<file path="config.mk">
export PLATFORM = sky130hd
export DESIGN_NAME = cmp_vref_ctrl
export DESIGN_NICKNAME = d
export VERILOG_FILES = /design/src/rtl/cmp_vref_pkg.sv /design/src/rtl/cmp_vref_ctrl.sv /design/src/rtl/comp_sync.sv
export SDC_FILE = /design/constraint.sdc
export NUM_CORES = 1
export LEC_CHECK = 0
export BUFFER_PORTS_ARGS = -buffer_cell sky130_fd_sc_hd__buf_2
export CORE_AREA = 2 2 100 102
export DETAILED_ROUTE_END_ITERATION = 7
export DIE_AREA = 0 0 102 104
export GPL_TIMING_DRIVEN = 0
export HOLD_SLACK_MARGIN = 0.15
export MAX_ROUTING_LAYER = met4
export PLACE_DENSITY = 0.76
export RECOVER_POWER = 100
export SLEW_MARGIN = 10
export SYNTH_ARGS = -nofsm -noshare
export SYNTH_HDL_FRONTEND = slang
export SYNTH_HIERARCHICAL = 1
export SYNTH_SLANG_ARGS = --single-unit
</file>
<file path="constraint.sdc">
create_clock -name clk -period 2.2 [get_ports clk]
set_input_delay 0.44 -clock clk [delete_from_list [all_inputs] [get_ports clk]]
set_output_delay 0.44 -clock clk [all_outputs]
set_load 0.03 [all_outputs]
</file>
<file path="src/rtl/cmp_vref_pkg.sv">
// package: register map, field layout, reset values and bus carriers for the comparator and reference block
package cmp_vref_pkg;

    localparam int ADDR_W = 12;

    // register indices as printed; byte address is four times the index
    localparam logic [7:0] IDX_GLOBAL_IRQ  = 8'h0b;
    localparam logic [7:0] IDX_PERIPH_FLAG = 8'h0c;
    localparam logic [7:0] IDX_COMP_CTRL   = 8'h1f;
    localparam logic [7:0] IDX_PORT_A_DIR  = 8'h85;
    localparam logic [7:0] IDX_PERIPH_EN   = 8'h8c;
    localparam logic [7:0] IDX_REF_CTRL    = 8'h9f;
    localparam logic [7:0] IDX_PORT_A_DATA = 8'h05;
    localparam logic [7:0] IDX_NONE        = 8'hff;

    // field positions
    localparam int BIT_SECOND_RESULT = 7;
    localparam int BIT_FIRST_RESULT  = 6;
    localparam int BIT_CMP_FLAG      = 6;
    localparam int BIT_CMP_IRQ_EN    = 6;
    localparam int BIT_GLOBAL_EN     = 7;
    localparam int BIT_PERIPH_EN     = 6;
    localparam int BIT_REF_ENABLE    = 7;
    localparam int BIT_REF_OUT_EN    = 6;
    localparam int BIT_REF_RANGE     = 5;
    localparam int PIN_REF_OUT       = 2;
    localparam int PIN_OUT_A         = 3;
    localparam int PIN_OUT_B         = 4;

    // write masks: read-only or unimplemented positions are zero
    localparam logic [7:0] MASK_COMP_CTRL   = 8'h3f;
    localparam logic [7:0] MASK_REF_CTRL    = 8'hef;
    localparam logic [7:0] MASK_PERIPH_FLAG = 8'hf7;
    localparam logic [7:0] MASK_PERIPH_EN   = 8'hf7;

    // reset values
    localparam logic [7:0] RST_COMP_CTRL   = 8'h00;
    localparam logic [7:0] RST_REF_CTRL    = 8'h00;
    localparam logic [7:0] RST_PORT_A_DIR  = 8'hff;
    localparam logic [7:0] RST_PERIPH_FLAG = 8'h00;
    localparam logic [7:0] RST_PERIPH_EN   = 8'h00;
    localparam logic [7:0] RST_GLOBAL_IRQ  = 8'h00;
    localparam logic [7:0] RST_PORT_A_DATA = 8'h00;

    // comparator modes
    localparam logic [2:0] MODE_RESET     = 3'h0;
    localparam logic [2:0] MODE_INT_REF   = 3'h2;
    localparam logic [2:0] MODE_OUT_PINS  = 3'h6;
    localparam logic [2:0] MODE_OFF       = 3'h7;

    // analog pin masks per mode class
    localparam logic [7:0] ANALOG_FOUR    = 8'h0f;
    localparam logic [7:0] ANALOG_THREE   = 8'h07;
    localparam logic [7:0] ANALOG_NONE    = 8'h00;

    // ladder level in 1/96 of supply: low = v*4, high = 24 + v*3
    localparam logic [6:0] LADDER_HIGH_BASE = 7'h18;
    localparam logic [6:0] LADDER_LOW_STEP  = 7'h04;
    localparam logic [6:0] LADDER_HIGH_STEP = 7'h03;

    localparam logic [1:0] RESP_OKAY   = 2'h0;
    localparam logic [1:0] RESP_SLVERR = 2'h2;

    typedef struct packed {
        logic              awvalid;
        logic [ADDR_W-1:0] awaddr;
        logic              wvalid;
        logic [31:0]       wdata;
        logic [3:0]        wstrb;
        logic              bready;
        logic              arvalid;
        logic [ADDR_W-1:0] araddr;
        logic              rready;
    } axil_req_s;

    typedef struct packed {
        logic        awready;
        logic        wready;
        logic        bvalid;
        logic [1:0]  bresp;
        logic        arready;
        logic        rvalid;
        logic [31:0] rdata;
        logic [1:0]  rresp;
    } axil_rsp_s;

    // word-aligned register index, or IDX_NONE
    function automatic logic [7:0] reg_index(input logic [ADDR_W-1:0] addr);
        logic [7:0] idx;
        idx = addr[9:2];
        if (addr[1:0] != 2'h0 || addr[11:10] != 2'h0) begin
            return IDX_NONE;
        end
        case (idx)
            IDX_GLOBAL_IRQ, IDX_PERIPH_FLAG, IDX_COMP_CTRL, IDX_PORT_A_DIR,
            IDX_PERIPH_EN, IDX_REF_CTRL, IDX_PORT_A_DATA: return idx;
            default: return IDX_NONE;
        endcase
    endfunction

endpackage

</file>
<file path="src/rtl/cmp_vref_ctrl.sv">
// comparator and ladder reference control with AXI4-Lite register access
//
// Contract
// RULE1: result bits 7:6 of comparator_control are read-only; writes do not touch them
// RULE2: mode 110 routes each raw comparator result to out_pin_a and out_pin_b
// RULE3: port_a_direction still enables the drivers of those pins in that mode
// RULE4: port data reads return zero on pins configured as analog inputs
// RULE5: comparator_irq_flag, bit 6 of peripheral_flags, sets on any result change
// RULE6: software writing zero clears the flag; writing one sets it
// RULE7: request reaches core only with flag enable, peripheral and global enables set
// RULE8: while results differ from latched values, the flag keeps being set
// RULE9: any access of comparator_control latches results and ends the mismatch
// RULE10: a change during a control read may miss the flag; here it never does
// RULE11: comparators run during sleep; enabled change interrupt wakes the device
// RULE12: mode 111 powers both comparators off
// RULE13: waking from sleep leaves comparator_control unchanged
// RULE14: reset clears comparator_control to zero, mode 000, pins analog, comparators off
// RULE15: reference bits: 7 power, 6 pin output, 5 low range, 4 reads zero
// RULE16: four-bit value picks tap: low v/24, high 1/4 plus v/32 of supply
// RULE17: reset clears reference_control to zero
// RULE18: waking from sleep leaves reference_control unchanged
// RULE19: reference reaches its pin only with direction bit 2 and output enable set
// RULE20: reference control is independent of comparator_mode
// RULE21: mode 010 applies internal reference to both positive inputs
// RULE22: per-comparator invert bit inverts the reported result
// RULE23: raw results are synchronised before reads, mismatch and flag; pins stay raw
//
// The implementer's own choice: the AXI4-Lite interface to the registers.
`timescale 1ns/1ps
module cmp_vref_ctrl
    import cmp_vref_pkg::*;
(
    // clock, reset, enable
    input  wire logic       clk,
    input  wire logic       resetn,
    input  wire logic       ce,
    // register bus
    input  wire axil_req_s  bus_req,
    output axil_rsp_s       bus_rsp,
    // analog side
    input  wire logic [1:0] raw_result,
    output logic            comp_power_on,
    output logic            int_ref_to_positive,
    output logic [3:0]      comp_input_sel,
    output logic            ref_power_on,
    output logic            ref_low_range,
    output logic [3:0]      ref_value,
    output logic [6:0]      ref_level_96th,
    output logic            ref_to_pin,
    // port a pins
    input  wire logic [7:0] port_a_pin_in,
    output logic [7:0]      port_a_pin_out,
    output logic [7:0]      port_a_pin_oe,
    // core side
    input  wire logic       sleep_active,
    output logic            cmp_irq_request,
    output logic            wake_request
);
    typedef struct packed {
        logic [7:0]  comp_ctrl;
        logic [7:0]  ref_ctrl;
        logic [7:0]  port_dir;
        logic [7:0]  port_data;
        logic [7:0]  global_irq;
        logic [7:0]  periph_flags;
        logic [7:0]  periph_en;
        logic [1:0]  latched;
        logic        bvalid;
        logic [1:0]  bresp;
        logic        rvalid;
        logic [1:0]  rresp;
        logic [31:0] rdata;
    } ctrl_s;

    ctrl_s state_reg;
    ctrl_s state_next;

    logic [1:0] sync_result;
    logic [1:0] reported;
    logic [2:0] mode;
    logic [1:0] invert;
    logic       comp_active;
    logic [7:0] analog_mask;
    logic       wr_go;
    logic       rd_go;
    logic [7:0] wr_idx;
    logic [7:0] rd_idx;
    logic [7:0] wbyte;
    logic       mismatch;
    logic       comp_access;

    comp_sync u_sync (
        .clk    (clk),
        .resetn (resetn),
        .ce     (ce),
        .raw    (raw_result),
        .sync   (sync_result)
    ); // [RULE23]

    assign mode   = state_reg.comp_ctrl[2:0];
    assign invert = state_reg.comp_ctrl[5:4];
    // comparators stay powered in sleep unless the mode turns them off
    assign comp_active   = (mode != MODE_RESET) && (mode != MODE_OFF); // [RULE11] [RULE12] [RULE14]
    assign comp_power_on = comp_active;
    assign int_ref_to_positive = (mode == MODE_INT_REF); // [RULE21]
    assign comp_input_sel = state_reg.comp_ctrl[3:0];
    // off comparators report zero so a mode change does not fake a result
    assign reported = comp_active ? (sync_result ^ invert) : 2'h0; // [RULE22] [RULE23]

    always_comb begin
        case (mode)
            MODE_OFF:      analog_mask = ANALOG_NONE;
            MODE_OUT_PINS: analog_mask = ANALOG_THREE;
            default:       analog_mask = ANALOG_FOUR;
        endcase
    end

    // bus handshakes: one write and one read in flight, both gated by ce
    assign wr_go = ce && bus_req.awvalid && bus_req.wvalid && !state_reg.bvalid;
    assign rd_go = ce && bus_req.arvalid && !state_reg.rvalid;
    assign wr_idx = reg_index(bus_req.awaddr);
    assign rd_idx = reg_index(bus_req.araddr);
    assign wbyte  = bus_req.wdata[7:0];
    assign comp_access = (wr_go && wr_idx == IDX_COMP_CTRL) || (rd_go && rd_idx == IDX_COMP_CTRL);
    assign mismatch = (reported != state_reg.latched);

    always_comb begin
        state_next = state_reg;
        if (ce) begin
            if (state_reg.bvalid && bus_req.bready) begin
                state_next.bvalid = 1'b0;
            end
            if (state_reg.rvalid && bus_req.rready) begin
                state_next.rvalid = 1'b0;
            end
            if (wr_go) begin
                state_next.bvalid = 1'b1;
                state_next.bresp  = (wr_idx == IDX_NONE) ? RESP_SLVERR : RESP_OKAY;
                if (bus_req.wstrb[0]) begin
                    case (wr_idx)
                        IDX_COMP_CTRL: state_next.comp_ctrl = wbyte & MASK_COMP_CTRL; // [RULE1]
                        IDX_REF_CTRL: state_next.ref_ctrl = wbyte & MASK_REF_CTRL; // [RULE15] [RULE20]
                        IDX_PORT_A_DIR: state_next.port_dir = wbyte;
                        IDX_PORT_A_DATA: state_next.port_data = wbyte;
                        IDX_GLOBAL_IRQ: state_next.global_irq = wbyte;
                        IDX_PERIPH_FLAG: state_next.periph_flags = wbyte & MASK_PERIPH_FLAG; // [RULE6]
                        IDX_PERIPH_EN: state_next.periph_en = wbyte & MASK_PERIPH_EN;
                        default: state_next.periph_en = state_reg.periph_en;
                    endcase
                end
            end
            if (rd_go) begin
                state_next.rvalid = 1'b1;
                state_next.rresp  = (rd_idx == IDX_NONE) ? RESP_SLVERR : RESP_OKAY;
                case (rd_idx)
                    IDX_COMP_CTRL: state_next.rdata = {24'h0, reported, state_reg.comp_ctrl[5:0]}; // [RULE1]
                    IDX_REF_CTRL: state_next.rdata = {24'h0, state_reg.ref_ctrl}; // [RULE15]
                    IDX_PORT_A_DIR: state_next.rdata = {24'h0, state_reg.port_dir};
                    IDX_PORT_A_DATA: state_next.rdata = {24'h0, port_a_pin_in & ~analog_mask}; // [RULE4]
                    IDX_GLOBAL_IRQ: state_next.rdata = {24'h0, state_reg.global_irq};
                    IDX_PERIPH_FLAG: state_next.rdata = {24'h0, state_reg.periph_flags};
                    IDX_PERIPH_EN: state_next.rdata = {24'h0, state_reg.periph_en};
                    default: state_next.rdata = 32'h0;
                endcase
            end
            // any comparator_control access re-arms the compare against the current results
            if (comp_access) begin
                state_next.latched = reported; // [RULE9]
            end
            // set beats a same-cycle software clear, so a change during a read is never lost
            if (mismatch) begin
                state_next.periph_flags[BIT_CMP_FLAG] = 1'b1; // [RULE5] [RULE8] [RULE10]
            end
        end
    end

    // only reset and bus writes touch the control registers; sleep and wake do not
    always_ff @(posedge clk or negedge resetn) begin
        if (!resetn) begin
            state_reg              <= '0;
            state_reg.comp_ctrl    <= RST_COMP_CTRL; // [RULE14]
            state_reg.ref_ctrl     <= RST_REF_CTRL; // [RULE17]
            state_reg.port_dir     <= RST_PORT_A_DIR;
            state_reg.port_data    <= RST_PORT_A_DATA;
            state_reg.global_irq   <= RST_GLOBAL_IRQ;
            state_reg.periph_flags <= RST_PERIPH_FLAG;
            state_reg.periph_en    <= RST_PERIPH_EN;
        end else begin
            state_reg <= state_next; // [RULE13] [RULE18]
        end
    end

    assign bus_rsp.awready = wr_go;
    assign bus_rsp.wready  = wr_go;
    assign bus_rsp.bvalid  = state_reg.bvalid;
    assign bus_rsp.bresp   = state_reg.bresp;
    assign bus_rsp.arready = rd_go;
    assign bus_rsp.rvalid  = state_reg.rvalid;
    assign bus_rsp.rdata   = state_reg.rdata;
    assign bus_rsp.rresp   = state_reg.rresp;

    // reference ladder
    assign ref_power_on  = state_reg.ref_ctrl[BIT_REF_ENABLE];
    assign ref_low_range = state_reg.ref_ctrl[BIT_REF_RANGE];
    assign ref_value     = state_reg.ref_ctrl[3:0];
    assign ref_level_96th = ref_low_range ? 7'(ref_value * LADDER_LOW_STEP)
                                          : 7'(LADDER_HIGH_BASE + ref_value * LADDER_HIGH_STEP); // [RULE16]
    assign ref_to_pin = state_reg.ref_ctrl[BIT_REF_OUT_EN] && state_reg.port_dir[PIN_REF_OUT]; // [RULE19]

    // pins: raw result goes out unsynchronised, drivers still follow direction
    always_comb begin
        port_a_pin_out = state_reg.port_data;
        if (mode == MODE_OUT_PINS) begin
            port_a_pin_out[PIN_OUT_A] = raw_result[0] ^ invert[0]; // [RULE2]
            port_a_pin_out[PIN_OUT_B] = raw_result[1] ^ invert[1]; // [RULE2]
        end
    end
    assign port_a_pin_oe = ~state_reg.port_dir; // [RULE3]

    assign cmp_irq_request = state_reg.periph_flags[BIT_CMP_FLAG] && state_reg.periph_en[BIT_CMP_IRQ_EN]
                             && state_reg.global_irq[BIT_PERIPH_EN] && state_reg.global_irq[BIT_GLOBAL_EN]; // [RULE7]
    assign wake_request = sleep_active && state_reg.periph_flags[BIT_CMP_FLAG]
                          && state_reg.periph_en[BIT_CMP_IRQ_EN]; // [RULE11]

    // checks
    chk_result_readonly: assert property (@(posedge clk) disable iff (!resetn)
        (rd_go && rd_idx == IDX_COMP_CTRL) |=> (state_reg.rdata[7:6] == $past(reported))) // [RULE1]
        else $error("result bits not reported");
    chk_pin_route: assert property (@(posedge clk) disable iff (!resetn)
        (mode == MODE_OUT_PINS) |-> (port_a_pin_out[PIN_OUT_A] == (raw_result[0] ^ invert[0]))) // [RULE2]
        else $error("out pin a not routed");
    chk_pin_enable: assert property (@(posedge clk) disable iff (!resetn)
        port_a_pin_oe[PIN_OUT_B] == !state_reg.port_dir[PIN_OUT_B]) // [RULE3]
        else $error("out pin b enable wrong");
    chk_analog_zero: assert property (@(posedge clk) disable iff (!resetn)
        (rd_go && rd_idx == IDX_PORT_A_DATA) |=> ((state_reg.rdata[7:0] & $past(analog_mask)) == 8'h00)) // [RULE4]
        else $error("analog pin read nonzero");
    chk_flag_on_change: assert property (@(posedge clk) disable iff (!resetn)
        (ce && mismatch) |=> state_reg.periph_flags[BIT_CMP_FLAG]) // [RULE5]
        else $error("flag not set on change");
    chk_sw_clear: assert property (@(posedge clk) disable iff (!resetn)
        (wr_go && wr_idx == IDX_PERIPH_FLAG && bus_req.wstrb[0] && !wbyte[BIT_CMP_FLAG] && !mismatch)
        |=> !state_reg.periph_flags[BIT_CMP_FLAG]) // [RULE6]
        else $error("flag clear ignored");
    chk_irq_gating: assert property (@(posedge clk) disable iff (!resetn)
        cmp_irq_request |-> (state_reg.periph_en[BIT_CMP_IRQ_EN] && state_reg.global_irq[BIT_GLOBAL_EN]
                             && state_reg.global_irq[BIT_PERIPH_EN])) // [RULE7]
        else $error("irq without enables");
    chk_access_latch: assert property (@(posedge clk) disable iff (!resetn)
        (ce && comp_access) |=> (state_reg.latched == $past(reported))) // [RULE9]
        else $error("access did not latch");
    chk_mode_off: assert property (@(posedge clk) disable iff (!resetn)
        (mode == MODE_OFF) |-> (!comp_power_on && reported == 2'h0)) // [RULE12]
        else $error("comparators on in mode off");
    chk_ladder_level: assert property (@(posedge clk) disable iff (!resetn)
        (!ref_low_range && ref_value == 4'hf) |-> (ref_level_96th == 7'h45)) // [RULE16]
        else $error("ladder top tap wrong");
    chk_ref_bit4: assert property (@(posedge clk) disable iff (!resetn)
        (rd_go && rd_idx == IDX_REF_CTRL) |=> (state_reg.rdata[4] == 1'b0)) // [RULE15]
        else $error("reference bit 4 not zero");
    chk_ref_pin: assert property (@(posedge clk) disable iff (!resetn)
        ref_to_pin |-> (state_reg.port_dir[PIN_REF_OUT] && state_reg.ref_ctrl[BIT_REF_OUT_EN])) // [RULE19]
        else $error("reference on pin without enables");

    cov_change_flag: cover property (@(posedge clk) disable iff (!resetn) ce && mismatch);
    cov_irq_out: cover property (@(posedge clk) disable iff (!resetn) cmp_irq_request);
    cov_wake: cover property (@(posedge clk) disable iff (!resetn) wake_request);
    cov_pin_mode: cover property (@(posedge clk) disable iff (!resetn) mode == MODE_OUT_PINS);
endmodule // cmp_vref_ctrl

</file>
<file path="src/rtl/comp_sync.sv">
// two-flop synchroniser for the raw comparator results
`timescale 1ns/1ps
module comp_sync
    import cmp_vref_pkg::*;
(
    // clock, reset and enable
    input  wire logic       clk,
    input  wire logic       resetn,
    input  wire logic       ce,
    // raw and synchronised results
    input  wire logic [1:0] raw,
    output logic      [1:0] sync
);
    typedef struct packed {
        logic [1:0] stage1;
        logic [1:0] stage2;
    } sync_s;

    sync_s state_reg;
    sync_s state_next;

    always_comb begin
        state_next = state_reg;
        if (ce) begin
            state_next.stage1 = raw;
            state_next.stage2 = state_reg.stage1;
        end
    end

    always_ff @(posedge clk or negedge resetn) begin
        if (!resetn) begin
            state_reg <= '0;
        end else begin
            state_reg <= state_next;
        end
    end

    assign sync = state_reg.stage2;
endmodule // comp_sync

</file>
# Word-level counts from Yosys, hierarchy flattened
# Cells that the tools add are included.
# totals
reg_bits	95
in_bits	79
out_inout_bits	79
wordCells	129
# classes
n_addsub	1
multipliers	1
n_eq_ne	35
n_mux	24
n_bitwise	6
n_reduce_logical	46
# ops
op	count
$eq A8 B8 Y1 const B	14
$eq A8 B4 Y1 const B	8
$mux W8	7
$pmux W8 S7	1
$mux W35	1
$eq A8 B3 Y1 const B	4
$eq A8 B5 Y1 const B	4
$reduce_and A4 Y1	8
$mux W15	2
$reduce_bool A2 Y1	9
$logic_and A1 B1 Y1	16
$mux W7	2
$reduce_or A7 Y1	2
$reduce_and A2 Y1	5
$and A8 B8 Y8	1
$mux W2	4
$not A4 Y8	1
$not A8 Y8	1
$pmux W4 S2	1
$add A5 B6 Y7 const A	1
$eq A3 B3 Y1 const B	2
$mul A4 B2 Y6 const B	1
$mux W1	5
$eq A3 B2 Y1 const B	1
8 further kinds	12

# Depth between registers and ports, before layout
# Gate-level depths: netlist of the first run.
# logic_depth
word_depth	9
ltp_mapped	7
depth_no_buf	7

# Hierarchy
# Netlist of the first run, hierarchy kept.
# by_module_without_submodules
mod	instances	cells_each	area_each_um2	seq_area_each_um2
cmp_vref_ctrl	1	374	4031.4	1636.6
comp_sync	1	10	160.2	100.1

# Worst setup path before layout of the first run
# OpenSTA, ideal clock, no wires.
# synth_path
path_type	register -> output
start	register state_reg, in the netlist ref_value[2]
end	output port ref_level_96th[4]
arrival_time_ps	2149
required_time_ps	1760
path_slack_ps	-389
stages_incl_launch_ff	6
path_buffers	0
cell_sequence	dfrtp_1 ha_1 ha_1 fa_1 xor2_1 o21ai_0
# synth_via
elab_chain_len	3
# synth_rtl
item	line	source
start, declared	cmp_vref_ctrl.sv:75	ctrl_s state_reg;
start signal, assigned	cmp_vref_ctrl.sv:189	state_reg <= state_next;
$mul A4 B2 Y6	cmp_vref_ctrl.sv:207	: 7'(LADDER_HIGH_BASE + ref_value * LADDER_HIGH_STEP);
$add A5 B6 Y7	cmp_vref_ctrl.sv:207	
$mux W7 *	cmp_vref_ctrl.sv:206	assign ref_level_96th = ref_low_range ? 7'(ref_value * LADDER_LOW_STEP)
end, declared	cmp_vref_ctrl.sv:48	output logic [6:0] ref_level_96th,
# Every way passes the cells marked *; elsewhere a longest branch is shown, timed or not.

# Final worst setup path of the first run
# layout_path
start	register state_reg, in the netlist ref_value[2]
end	output port ref_level_96th[5]
# layout_via
elab_chain_len	3
# layout_rtl
item	line
$mul A4 B2 Y6	cmp_vref_ctrl.sv:207
$add A5 B6 Y7	cmp_vref_ctrl.sv:207
$mux W7	cmp_vref_ctrl.sv:206
# Every way passes these cells.

==> flow_summary_export.csv, run 1 <==
group,metric,value,unit
worst_setup_path,worst_setup_path_start_kind,"flop",
synthesis,synth_area_leaders,"dfrtp_1, mux2_2, buf_4, dfstp_2, mux2_4",
worst_setup_path,end_kind,"output port",
synthesis,syn_area_per_cell,10.9,µm²
place,io_buffer_count,103,
global_route,grt_overflow,0,
layout,diodes,0,
layout,finalNonFillerCells,673,
outcome,outcome,"finished with violations",
route,first_iter_violations,201,
worst_setup_path,worstPathArrival,2.09,ns
die,core_area,9550,µm²
sta,finalSetupViolCount,48,
route,drcViolationCount,0,
power_and_ir_drop,power,2920,µW
power_and_ir_drop,p_clk_frac,0.435,
power_and_ir_drop,ir_drop,0.266,mV
clock_tree,cts_tree,"yes",
worst_setup_path,crit_family,"adder cells",
worst_setup_path,cp.required,1.76,ns
sta,drv_slew,0,
hold_path,worstHoldStart,"bus_req[0]",
power_and_ir_drop,powerDensity,540,nW/µm²
global_route,grt_start_max_net_pins,63,
synthesis,ys_warn_count,6,
sta,clock_skew,0.0120,ns
worst_setup_path,worstPathCellList,"ha_4 -> inv_2 -> fa_1 -> nor2_1 -> nand2_1 -> a21oi_2 -> xnor2_2 -> buf_6",
route,wirelength,10.6,mm
run,maxCapViolations,0,
sta,period_share,1.15,
synthesis,ys_top_cells_by_count,"dfrtp_1, buf_4, mux2_2",
die,dieWidth,102,µm
place,place_area,5020,µm²
power_and_ir_drop,swShare,0.246,
worst_setup_path,worst-path-max-fanout,3,
worst_setup_path,worstSetupStartpoint,"ref_value[2]",
sta,finalSetupTns,-7.67,ns
synthesis,ys_seq_area_frac,0.414,
die,die_y,104,µm
global_route,antenna_found_initial,0,
synthesis,ys_types,62,
outcome,violations,"negative setup slack",
die,ios,158,
global_route,grt_use_total,0.211,
layout,drive_gt1_frac,0.463,
place,place_hpwl,8.02,mm
clock_tree,cts_buffers,9,
clock_tree,clockBufferDepth,2,
layout,final_nets,621,
route,routed_via_density,5.03,
power_and_ir_drop,power.leakage,0.00266,µW
clock_tree,cts.sinks,69,
sta,tightest_slew,0.834,ns
worst_setup_path,path_class,"flop to output port",
synthesis,netlist_instances,384,
power_and_ir_drop,p_sw,719,µW
place,gp_congestion,0.895,
synthesis,yosysTopAreaCell,"dfrtp_1",
worst_setup_path,cp_num_buf_inv,2,
clock_tree,clk_latency,0.35,ns
power_and_ir_drop,combPwrFrac,0.122,
global_route,grt_first_pass_wirelength,16.9,mm
synthesis,ys_seq_elements,69,
sta,slew_headroom,0.444,
layout,fin_area,5410,µm²
layout,area_growth,29.0,%
power_and_ir_drop,intPower,2200,µW
clock_tree,htreeDepth,3,
route,ant_nets,0,
sta,fin_ws,-0.331,ns
route,firstDrtPassIters,4,
sta,fmax,395,MHz
hold_path,hp-class,"input port to flop",
clock_tree,clockRootBuffer,"clkbuf_8",
sta,rsz0062_at_grt,"yes",
route,vias,3383,
synthesis,yosysTopAreaCellShare,0.364,
power_and_ir_drop,seqPwrFrac,0.443,
sta,period_minus_slack,2.53,ns
die,rows,36,
synthesis,synthArstFlopShare,1.00,
place,dp_cells,646,
global_route,grt_pass1_vias,3285,
worst_setup_path,worst_r2r_startpoint,"bus_rsp[38]",
route,avgRoutedWirePerCell,15.8,µm
layout,largest_reg_flops,35,
clock_tree,path_clk_slew,0.07,ns
sta,hold-worst-slack,0.347,ns
die,start_util,0.439,
die,die_area,10600,µm²
synthesis,syn_area,4190,µm²
synthesis,synth_edf_count,0,
sta,hold_viol,0,
worst_setup_path,critPathSlowestCell,"fa_1",
synthesis,synth_ff_type,"dfrtp_1",
layout,fillCellCount,867,
synthesis,yosysMostFrequentCell,"dfrtp_1",
worst_setup_path,slowest_delay,0.47,ns
[final cells by class]
type	instances	area, µm²	area share
repair buffers	120	617	0.114
plain buffers	64	475	0.0879
clock inverters	6	109	0.0201
clock buffers	10	138	0.0255
multi-input cells	253	2090	0.387
flip-flops and latches	69	1740	0.322
well taps	133	166	0.0308
inverters	18	70.1	0.0130
[worst paths after layout]
kind                                     end  slack [ns]  cells after the start
max in group asynchronous       ref_value[1]        0.35                      3
hold / removal                   bus_rsp[34]        0.35                      4
setup reg to reg               state_reg[42]       -0.02                      6
hold reg to reg                   bus_rsp[5]        0.49                      2
min in group asynchronous        bus_rsp[37]        0.55                      2
setup / recovery           ref_level_96th[5]       -0.33                      8
[metrics by stage]
| step | util | worst slack [ns] |
|---|---|---|
| 6_report | 0.566 | -0.331 |
| 5_1_grt | 0.566 | -0.448 |
| 4_1_cts | 0.570 | -0.306 |
| 3_5_place_dp | 0.526 | -0.666 |
| 3_3_place_gp | 0.523 | -0.722 |
| 2_1_floorplan | - | -0.127 |
[per-layer routing]
metal	GRT usage	part of all wire	wire [µm]
met5	-	0	0
met4	0.0743	0.023	244
met3	0.0336	0.054	575
met2	0.325	0.48	5100
met1	0.284	0.44	4680
[power by group through the flow]
| stage | sequential [µW] | combinational, µW | clock, µW |
|---|---|---|---|
| finish | 1290 | 355 | 1270 |
| global route | 1300 | 388 | 1350 |
| CTS | 1290 | 362 | 1290 |
| detailed placement | 1320 | 357 | 0 |
| global placement | 1320 | 345 | 0 |
| floorplan | 1320 | 219 | 0 |
[timing repair]
item,CTS,global route
setup buffers,11,4
resized for setup,25,5
pin swaps,3,11
endpoints found under the setup margin,21,37
hold endpoints to repair,7,0
hold buffers,1,0
[placed cells by master, fill, tap and decap left out, types with 10 or more instances in the layout]
cell	n
nor2_1	12
conb_1	26
inv_1	14
clkbuf_8	10
nand2_1	23
dfrtp_1	58
buf_4	73
mux2_2	51
clkbuf_1	42
buf_2	57
[kinds of logic after synthesis]
logic type,after synthesis,synth area share
simple gates,98,0.138
xor+xnor,8,0.0167
flops,69,0.414
other cells,1,0.000895
mux,62,0.172
compound gates,52,0.102
fa+ha+maj,7,0.0245
buf+inv,87,0.132
[worst min-delay path, stage by stage]
cell	delay (ns)
buf_2	0.08
nand2_1	0.04
nand2_1	0.05
nand2_1	0.04
(Power assumes the default switching activity.)
==> run 2: changes to the inputs <==
--- a/config.mk
+++ b/config.mk
@@ -5,15 +5,16 @@
 export SDC_FILE = /design/constraint.sdc
 export NUM_CORES = 1
 export LEC_CHECK = 0
+export ABC_AREA = 1
 export BUFFER_PORTS_ARGS = -buffer_cell sky130_fd_sc_hd__buf_2
-export CORE_AREA = 2 2 100 102
+export CORE_AREA = 2 2 102 104
 export DETAILED_ROUTE_END_ITERATION = 7
-export DIE_AREA = 0 0 102 104
+export DIE_AREA = 0 0 104 106
 export GPL_TIMING_DRIVEN = 0
 export HOLD_SLACK_MARGIN = 0.15
 export MAX_ROUTING_LAYER = met4
 export PLACE_DENSITY = 0.76
-export RECOVER_POWER = 100
+export REMOVE_ABC_BUFFERS = 1
 export SLEW_MARGIN = 10
 export SYNTH_ARGS = -nofsm -noshare
 export SYNTH_HDL_FRONTEND = slang
==> flow_summary_export.csv, run 2 <==
group,metric,value,unit
sta,drv_slew,0,
layout,finalNonFillerCells,827,
power_and_ir_drop,ir_drop,0.242,mV
sta,fmax,399,MHz
die,start_util,0.445,
place,place_hpwl,8.23,mm
hold_path,hp-class,"input port to flop",
clock_tree,path_clk_slew,0.08,ns
sta,hold_viol,0,
route,vias,4046,
worst_setup_path,worstPathArrival,2.06,ns
global_route,grt_use_total,0.210,
route,avgRoutedWirePerCell,13.5,µm
layout,area_growth,15.0,%
worst_setup_path,worstSetupStartpoint,"ref_value[2]",
global_route,grt_first_pass_wirelength,18.0,mm
place,io_buffer_count,104,
route,wirelength,11.2,mm
hold_path,whs_endpoint,"u_sync/state_reg[3]",
layout,regArea,1740,µm²
layout,layout_commonest_cell,"nand2_1",
synthesis,syn_area,4450,µm²
worst_setup_path,path_class,"flop to output port",
power_and_ir_drop,powerDensity,543,nW/µm²
route,ant_nets,0,
route,routed_via_density,4.89,
sta,period_share,1.14,
layout,final_nets,772,
clock_tree,htreeDepth,3,
place,dp_cells,801,
clock_tree,clockRootBuffer,"clkbuf_8",
sta,period_minus_slack,2.50,ns
sta,fin_ws,-0.303,ns
synthesis,ys_warn_count,6,
global_route,antenna_found_initial,0,
synthesis,yosysTopAreaCellShare,0.343,
hold_path,min_path_cells,3,
route,first_iter_violations,206,
power_and_ir_drop,power.leakage,0.00273,µW
synthesis,ys_seq_elements,69,
global_route,grt_start_max_net_pins,60,
layout,drive_gt1_frac,0.265,
outcome,outcome,"finished with violations",
worst_setup_path,r2r_slack,0.25,ns
die,die_y,106,µm
sta,clock_skew,0.00809,ns
synthesis,ys_seq_area_frac,0.390,
synthesis,ys_top_cells_by_count,"nand2_1, dfrtp_1, buf_4",
layout,diodes,0,
die,ios,158,
sta,tightest_slew,0.639,ns
layout,layout_common_cells,"nand2_1, buf_2, dfrtp_1",
power_and_ir_drop,p_sw,734,µW
global_route,grt_overflow,0,
synthesis,ys_types,35,
place,gp_congestion,0.862,
worst_setup_path,ff2ff_path_depth,8,
clock_tree,clockBufferDepth,2,
layout,multiInputGateArea,2110,µm²
power_and_ir_drop,combPwrFrac,0.117,
hold_path,worstHoldStart,"raw_result[1]",
place,place_ws,-0.314,ns
layout,final_util,0.512,
die,dieWidth,104,µm
power_and_ir_drop,intPower,2050,µW
clock_tree,cts_buffers,9,
worst_setup_path,reg2reg_to,"state_reg[67]",
power_and_ir_drop,swShare,0.264,
synthesis,synth_edf_count,0,
run,maxCapViolations,0,
clock_tree,clk_latency,0.34,ns
die,rows,37,
layout,fillCellCount,993,
synthesis,synthArstFlopShare,1.00,
synthesis,yosysMostFrequentCell,"nand2_1",
layout,fin_area,5120,µm²
sta,slew_headroom,0.573,
route,firstDrtPassIters,7,
synthesis,syn_area_per_cell,7.34,µm²
place,place_area,4750,µm²
worst_setup_path,worst_setup_path_start_kind,"flop",
synthesis,synth_ff_type,"dfrtp_1",
layout,largest_reg_flops,35,
sta,finalSetupViolCount,4,
power_and_ir_drop,power,2780,µW
synthesis,synth_area_leaders,"dfrtp_1, nand2_1, buf_4, nand3_1, dfstp_2",
worst_setup_path,worst-path-max-fanout,4,
die,core_area,10000,µm²
power_and_ir_drop,p_clk_frac,0.413,
die,die_area,11000,µm²
worst_setup_path,cp.required,1.76,ns
global_route,grt_pass1_vias,3684,
worst_setup_path,worst_r2r_startpoint,"bus_rsp[38]",
power_and_ir_drop,seqPwrFrac,0.470,
synthesis,yosysTopAreaCell,"dfrtp_1",
synthesis,netlist_instances,607,
clock_tree,cts_tree,"yes",
worst_setup_path,end_kind,"output port",
route,drcViolationCount,0,
sta,rsz0062_at_grt,"yes",
clock_tree,cts.sinks,69,
outcome,violations,"negative setup slack",
-- run 2: layout make-up --
cell class / instances / share of cell area
clock buffer: 12 / 0.0283
clock inverter: 4 / 0.0142
inverter: 64 / 0.0469
multi-input combinational: 427 / 0.413
sequential: 69 / 0.340
tap: 136 / 0.0332
timing repair buffer: 115 / 0.125
-- run 2: logic make-up after synthesis --
family | after synthesis | share of synthesized area
muxes | 1 | 0.00253
other | 1 | 0.000842
DFF | 69 | 0.390
AOI/OAI and AO/OA | 64 | 0.0725
and+or+nand+nor | 323 | 0.329
buffers and inverters | 136 | 0.170
xor gates and xnor gates | 6 | 0.0118
adders and majority gates | 7 | 0.0230
-- run 2: what timing repair did --
| item | CTS | global route |
|---|---|---|
| endpoints found under the hold margin | 10 | 0 |
| resized for setup | 15 | 7 |
| hold buffers | 1 | 0 |
| setup buffers | 6 | 3 |
| pin swaps | 4 | 4 |
| endpoints found under the setup margin | 5 | 28 |
-- run 2: how the worst max path moves through the flow --
stage          slack (ns)  depth (start not counted)                end
2_1_floorplan       -0.58                          5  ref_level_96th[4]
3_3_place_gp        -0.27                         12         bus_rsp[2]
3_5_place_dp        -0.31                         12         bus_rsp[8]
4_1_cts             -0.32                          6  ref_level_96th[4]
5_1_grt             -0.39                          6  ref_level_96th[4]
6_report            -0.30                          6  ref_level_96th[4]
-- run 2: critical path: stages, from the launching register on --
cell and delay [ns]:
dfrtp_2 0.45, ha_4 0.26, ha_4 0.16, fa_2 0.39, xor2_2 0.16, o21ai_1 0.12
buf_4 0.18
-- run 2: per-stage QoR --
step                      hold WS, ns  setup TNS (ns)
after floorplan                 0.144           -1.27
after global placement          0.457           -2.68
after detailed placement        0.293           -3.57
after CTS                       0.324           -1.20
after global routing            0.336           -1.45
final                           0.331           -1.18
-- run 2: power groups by stage --
stage	clock, µW	sequential, µW	combinational [µW]
2_1_floorplan	0	1360	154
3_3_place_gp	0	1330	311
3_5_place_dp	0	1330	325
4_1_cts	1160	1310	327
5_1_grt	1220	1310	358
6_report	1150	1310	326
-- run 2: metal layers --
| layer | vias up | wire length, µm | global-route usage | part of all wire |
|---|---|---|---|---|
| met5 | - | 0 | - | 0 |
| li1 | 2003 | - | - | - |
| met1 | 1871 | 4920 | 0.267 | 0.44 |
| met2 | 156 | 5400 | 0.344 | 0.48 |
| met3 | 16 | 667 | 0.0356 | 0.060 |
| met4 | 0 | 174 | 0.0656 | 0.016 |
==> run 3: changes to the inputs <==
--- a/config.mk
+++ b/config.mk
@@ -5,11 +5,10 @@
 export SDC_FILE = /design/constraint.sdc
 export NUM_CORES = 1
 export LEC_CHECK = 0
-export ABC_AREA = 1
 export BUFFER_PORTS_ARGS = -buffer_cell sky130_fd_sc_hd__buf_2
-export CORE_AREA = 2 2 102 104
+export CORE_AREA = 2 2 100 102
 export DETAILED_ROUTE_END_ITERATION = 7
-export DIE_AREA = 0 0 104 106
+export DIE_AREA = 0 0 102 104
 export GPL_TIMING_DRIVEN = 0
 export HOLD_SLACK_MARGIN = 0.15
 export MAX_ROUTING_LAYER = met4
==> constraint.sdc (replaced) <==
create_clock -name clk -period 2.2 [get_ports clk]
set_input_delay 0.11 -clock clk [delete_from_list [all_inputs] [get_ports clk]]
set_output_delay 0.11 -clock clk [all_outputs]
set_load 0.03 [all_outputs]
==> flow_summary_export.csv, run 3 (synthesized netlist as in run 1, its figures left out) <==
group,metric,value,unit
power_and_ir_drop,powerDensity,571,nW/µm²
clock_tree,cts.sinks,69,
sta,hold_viol,0,
worst_setup_path,crit_family,"adder cells",
route,routed_via_density,5.27,
sta,tightest_slew,1.03,ns
layout,final_nets,567,
layout,largest_reg_flops,35,
place,io_buffer_count,104,
sta,fmax,434,MHz
worst_setup_path,worstPathArrival,2.19,ns
worst_setup_path,worstSetupStartpoint,"ref_value[2]",
hold_path,hp-class,"input port to flop",
die,die_area,10600,µm²
sta,clock_skew,0.0142,ns
layout,diodes,0,
worst_setup_path,r2r_slack,0.09,ns
clock_tree,htreeDepth,3,
power_and_ir_drop,combPwrFrac,0.111,
die,die_y,104,µm
worst_setup_path,worst_r2r_startpoint,"bus_rsp[38]",
power_and_ir_drop,swShare,0.252,
place,place_hpwl,7.71,mm
route,avgRoutedWirePerCell,17.1,µm
clock_tree,clk_latency,0.36,ns
global_route,grt_start_max_net_pins,42,
outcome,violations,"negative setup slack",
worst_setup_path,cp.required,2.09,ns
clock_tree,cts_tree,"yes",
outcome,outcome,"finished with violations",
sta,slew_headroom,0.310,
place,place_ws,-0.288,ns
worst_setup_path,critPathSlowestCell,"dfrtp_2",
die,dieWidth,102,µm
global_route,antenna_found_initial,0,
layout,area_growth,21.6,%
route,drcViolationCount,0,
worst_setup_path,worst_setup_path_start_kind,"flop",
clock_tree,path_clk_slew,0.08,ns
route,ant_nets,0,
worst_setup_path,slowest_delay,0.46,ns
global_route,grt_first_pass_wirelength,16.8,mm
power_and_ir_drop,intPower,2180,µW
power_and_ir_drop,p_sw,732,µW
die,core_area,9550,µm²
worst_setup_path,path_class,"flop to output port",
worst_setup_path,end_kind,"output port",
route,first_iter_violations,214,
die,ios,158,
sta,fin_ws,-0.104,ns
power_and_ir_drop,power,2910,µW
layout,layout_common_cells,"buf_2, dfrtp_1, mux2_2",
route,firstDrtPassIters,5,
worst_setup_path,crit_top_cell,"buf_6",
global_route,grt_use_total,0.208,
die,rows,36,
clock_tree,clockBufferDepth,2,
place,gp_congestion,0.873,
route,wirelength,10.6,mm
worst_setup_path,worst-path-max-fanout,3,
power_and_ir_drop,ir_drop,0.259,mV
sta,period_minus_slack,2.30,ns
hold_path,worstHoldStart,"ce",
global_route,grt_pass1_vias,3228,
sta,finalSetupViolCount,3,
worst_setup_path,cp_num_buf_inv,3,
die,start_util,0.439,
power_and_ir_drop,p_clk_frac,0.445,
run,maxCapViolations,0,
power_and_ir_drop,power.leakage,0.00252,µW
clock_tree,clockRootBuffer,"clkbuf_8",
layout,layout_commonest_cell,"buf_2",
clock_tree,cts_buffers,9,
layout,drive_gt1_frac,0.463,
route,vias,3263,
power_and_ir_drop,seqPwrFrac,0.445,
sta,period_share,1.05,
sta,rsz0062_at_grt,"yes",
global_route,grt_overflow,0,
worst_setup_path,worstPathCellList,"buf_4 -> buf_6 -> ha_4 -> fa_2 -> mux2_4 -> buf_6",
sta,drv_slew,0,
run 3: cell types whose count changed in the layout (fill, tap and decap cells not counted), sizes merged, moves of 14 or more:
cell / previous run / this run
dlygate4sd3: 1 / 15
nor2: 63 / 12
o21ai: 57 / 10
mux2: 1 / 58
inv: 64 / 18
nand2: 177 / 23
nand3: 58 / 8
run 3: per-stage QoR:
step | setup TNS (ns) | std cells | instance area (µm²) | utilization | hold slack [ns]
after floorplan | -1.05 | 340 | 3800 | - | -0.186
after global placement | -3.79 | 577 | 4490 | 0.470 | 0.370
after detailed placement | -4.74 | 578 | 4510 | 0.472 | 0.0611
after CTS | 0 | 616 | 5030 | 0.527 | 0.165
after global routing | -0.377 | 619 | 5100 | 0.534 | 0.190
final | -0.238 | 619 | 5100 | 0.534 | 0.168
run 3: routing by layer:
metal	global-route usage	vias to the layer above	part of all wire
met1	0.273	1624	0.44
met3	0.0289	16	0.043
met4	0.0762	0	0.016
met5	-	-	0
met2	0.326	116	0.50
li1	-	1507	-
run 3: what timing repair did:
item	4_1_cts	5_1_grt
pin swaps	5	9
setup endpoints to repair	26	27
hold buffers	15	0
buffers inserted	7	3
endpoints found under the hold margin	120	0
resized for setup	18	11
run 3: cell type report:
| type | count | area [µm²] |
|---|---|---|
| fillers | 849 | 4450 |
| multi-input cells | 253 | 2090 |
| flip-flops and latches | 69 | 1740 |
| repair buffers | 130 | 790 |
| well taps | 133 | 166 |
| clock buffers | 11 | 141 |
| clock inverters | 5 | 106 |
| inverters | 18 | 67.6 |
run 3: power by group through the flow:
stage	Clock (µW)	Sequential [µW]	Combinational, µW
floorplan	0	1330	138
global placement	0	1320	285
detailed placement	0	1320	295
CTS	1300	1300	319
global route	1370	1300	351
finish	1290	1300	322
run 3: worst min-delay path, stage by stage:
cell and delay (ns):
buf_2 0.19, nand2_1 0.09, nand2_1 0.05, nand2_1 0.06
run 3: final timing paths:
path,end,depth (start not counted)
setup / recovery,ref_level_96th[3],6
hold / removal,bus_rsp[34],4
setup reg to reg,state_reg[45],5
hold reg to reg,bus_rsp[5],2
max in group asynchronous,state_reg[75],3
min in group asynchronous,state_reg[41],2
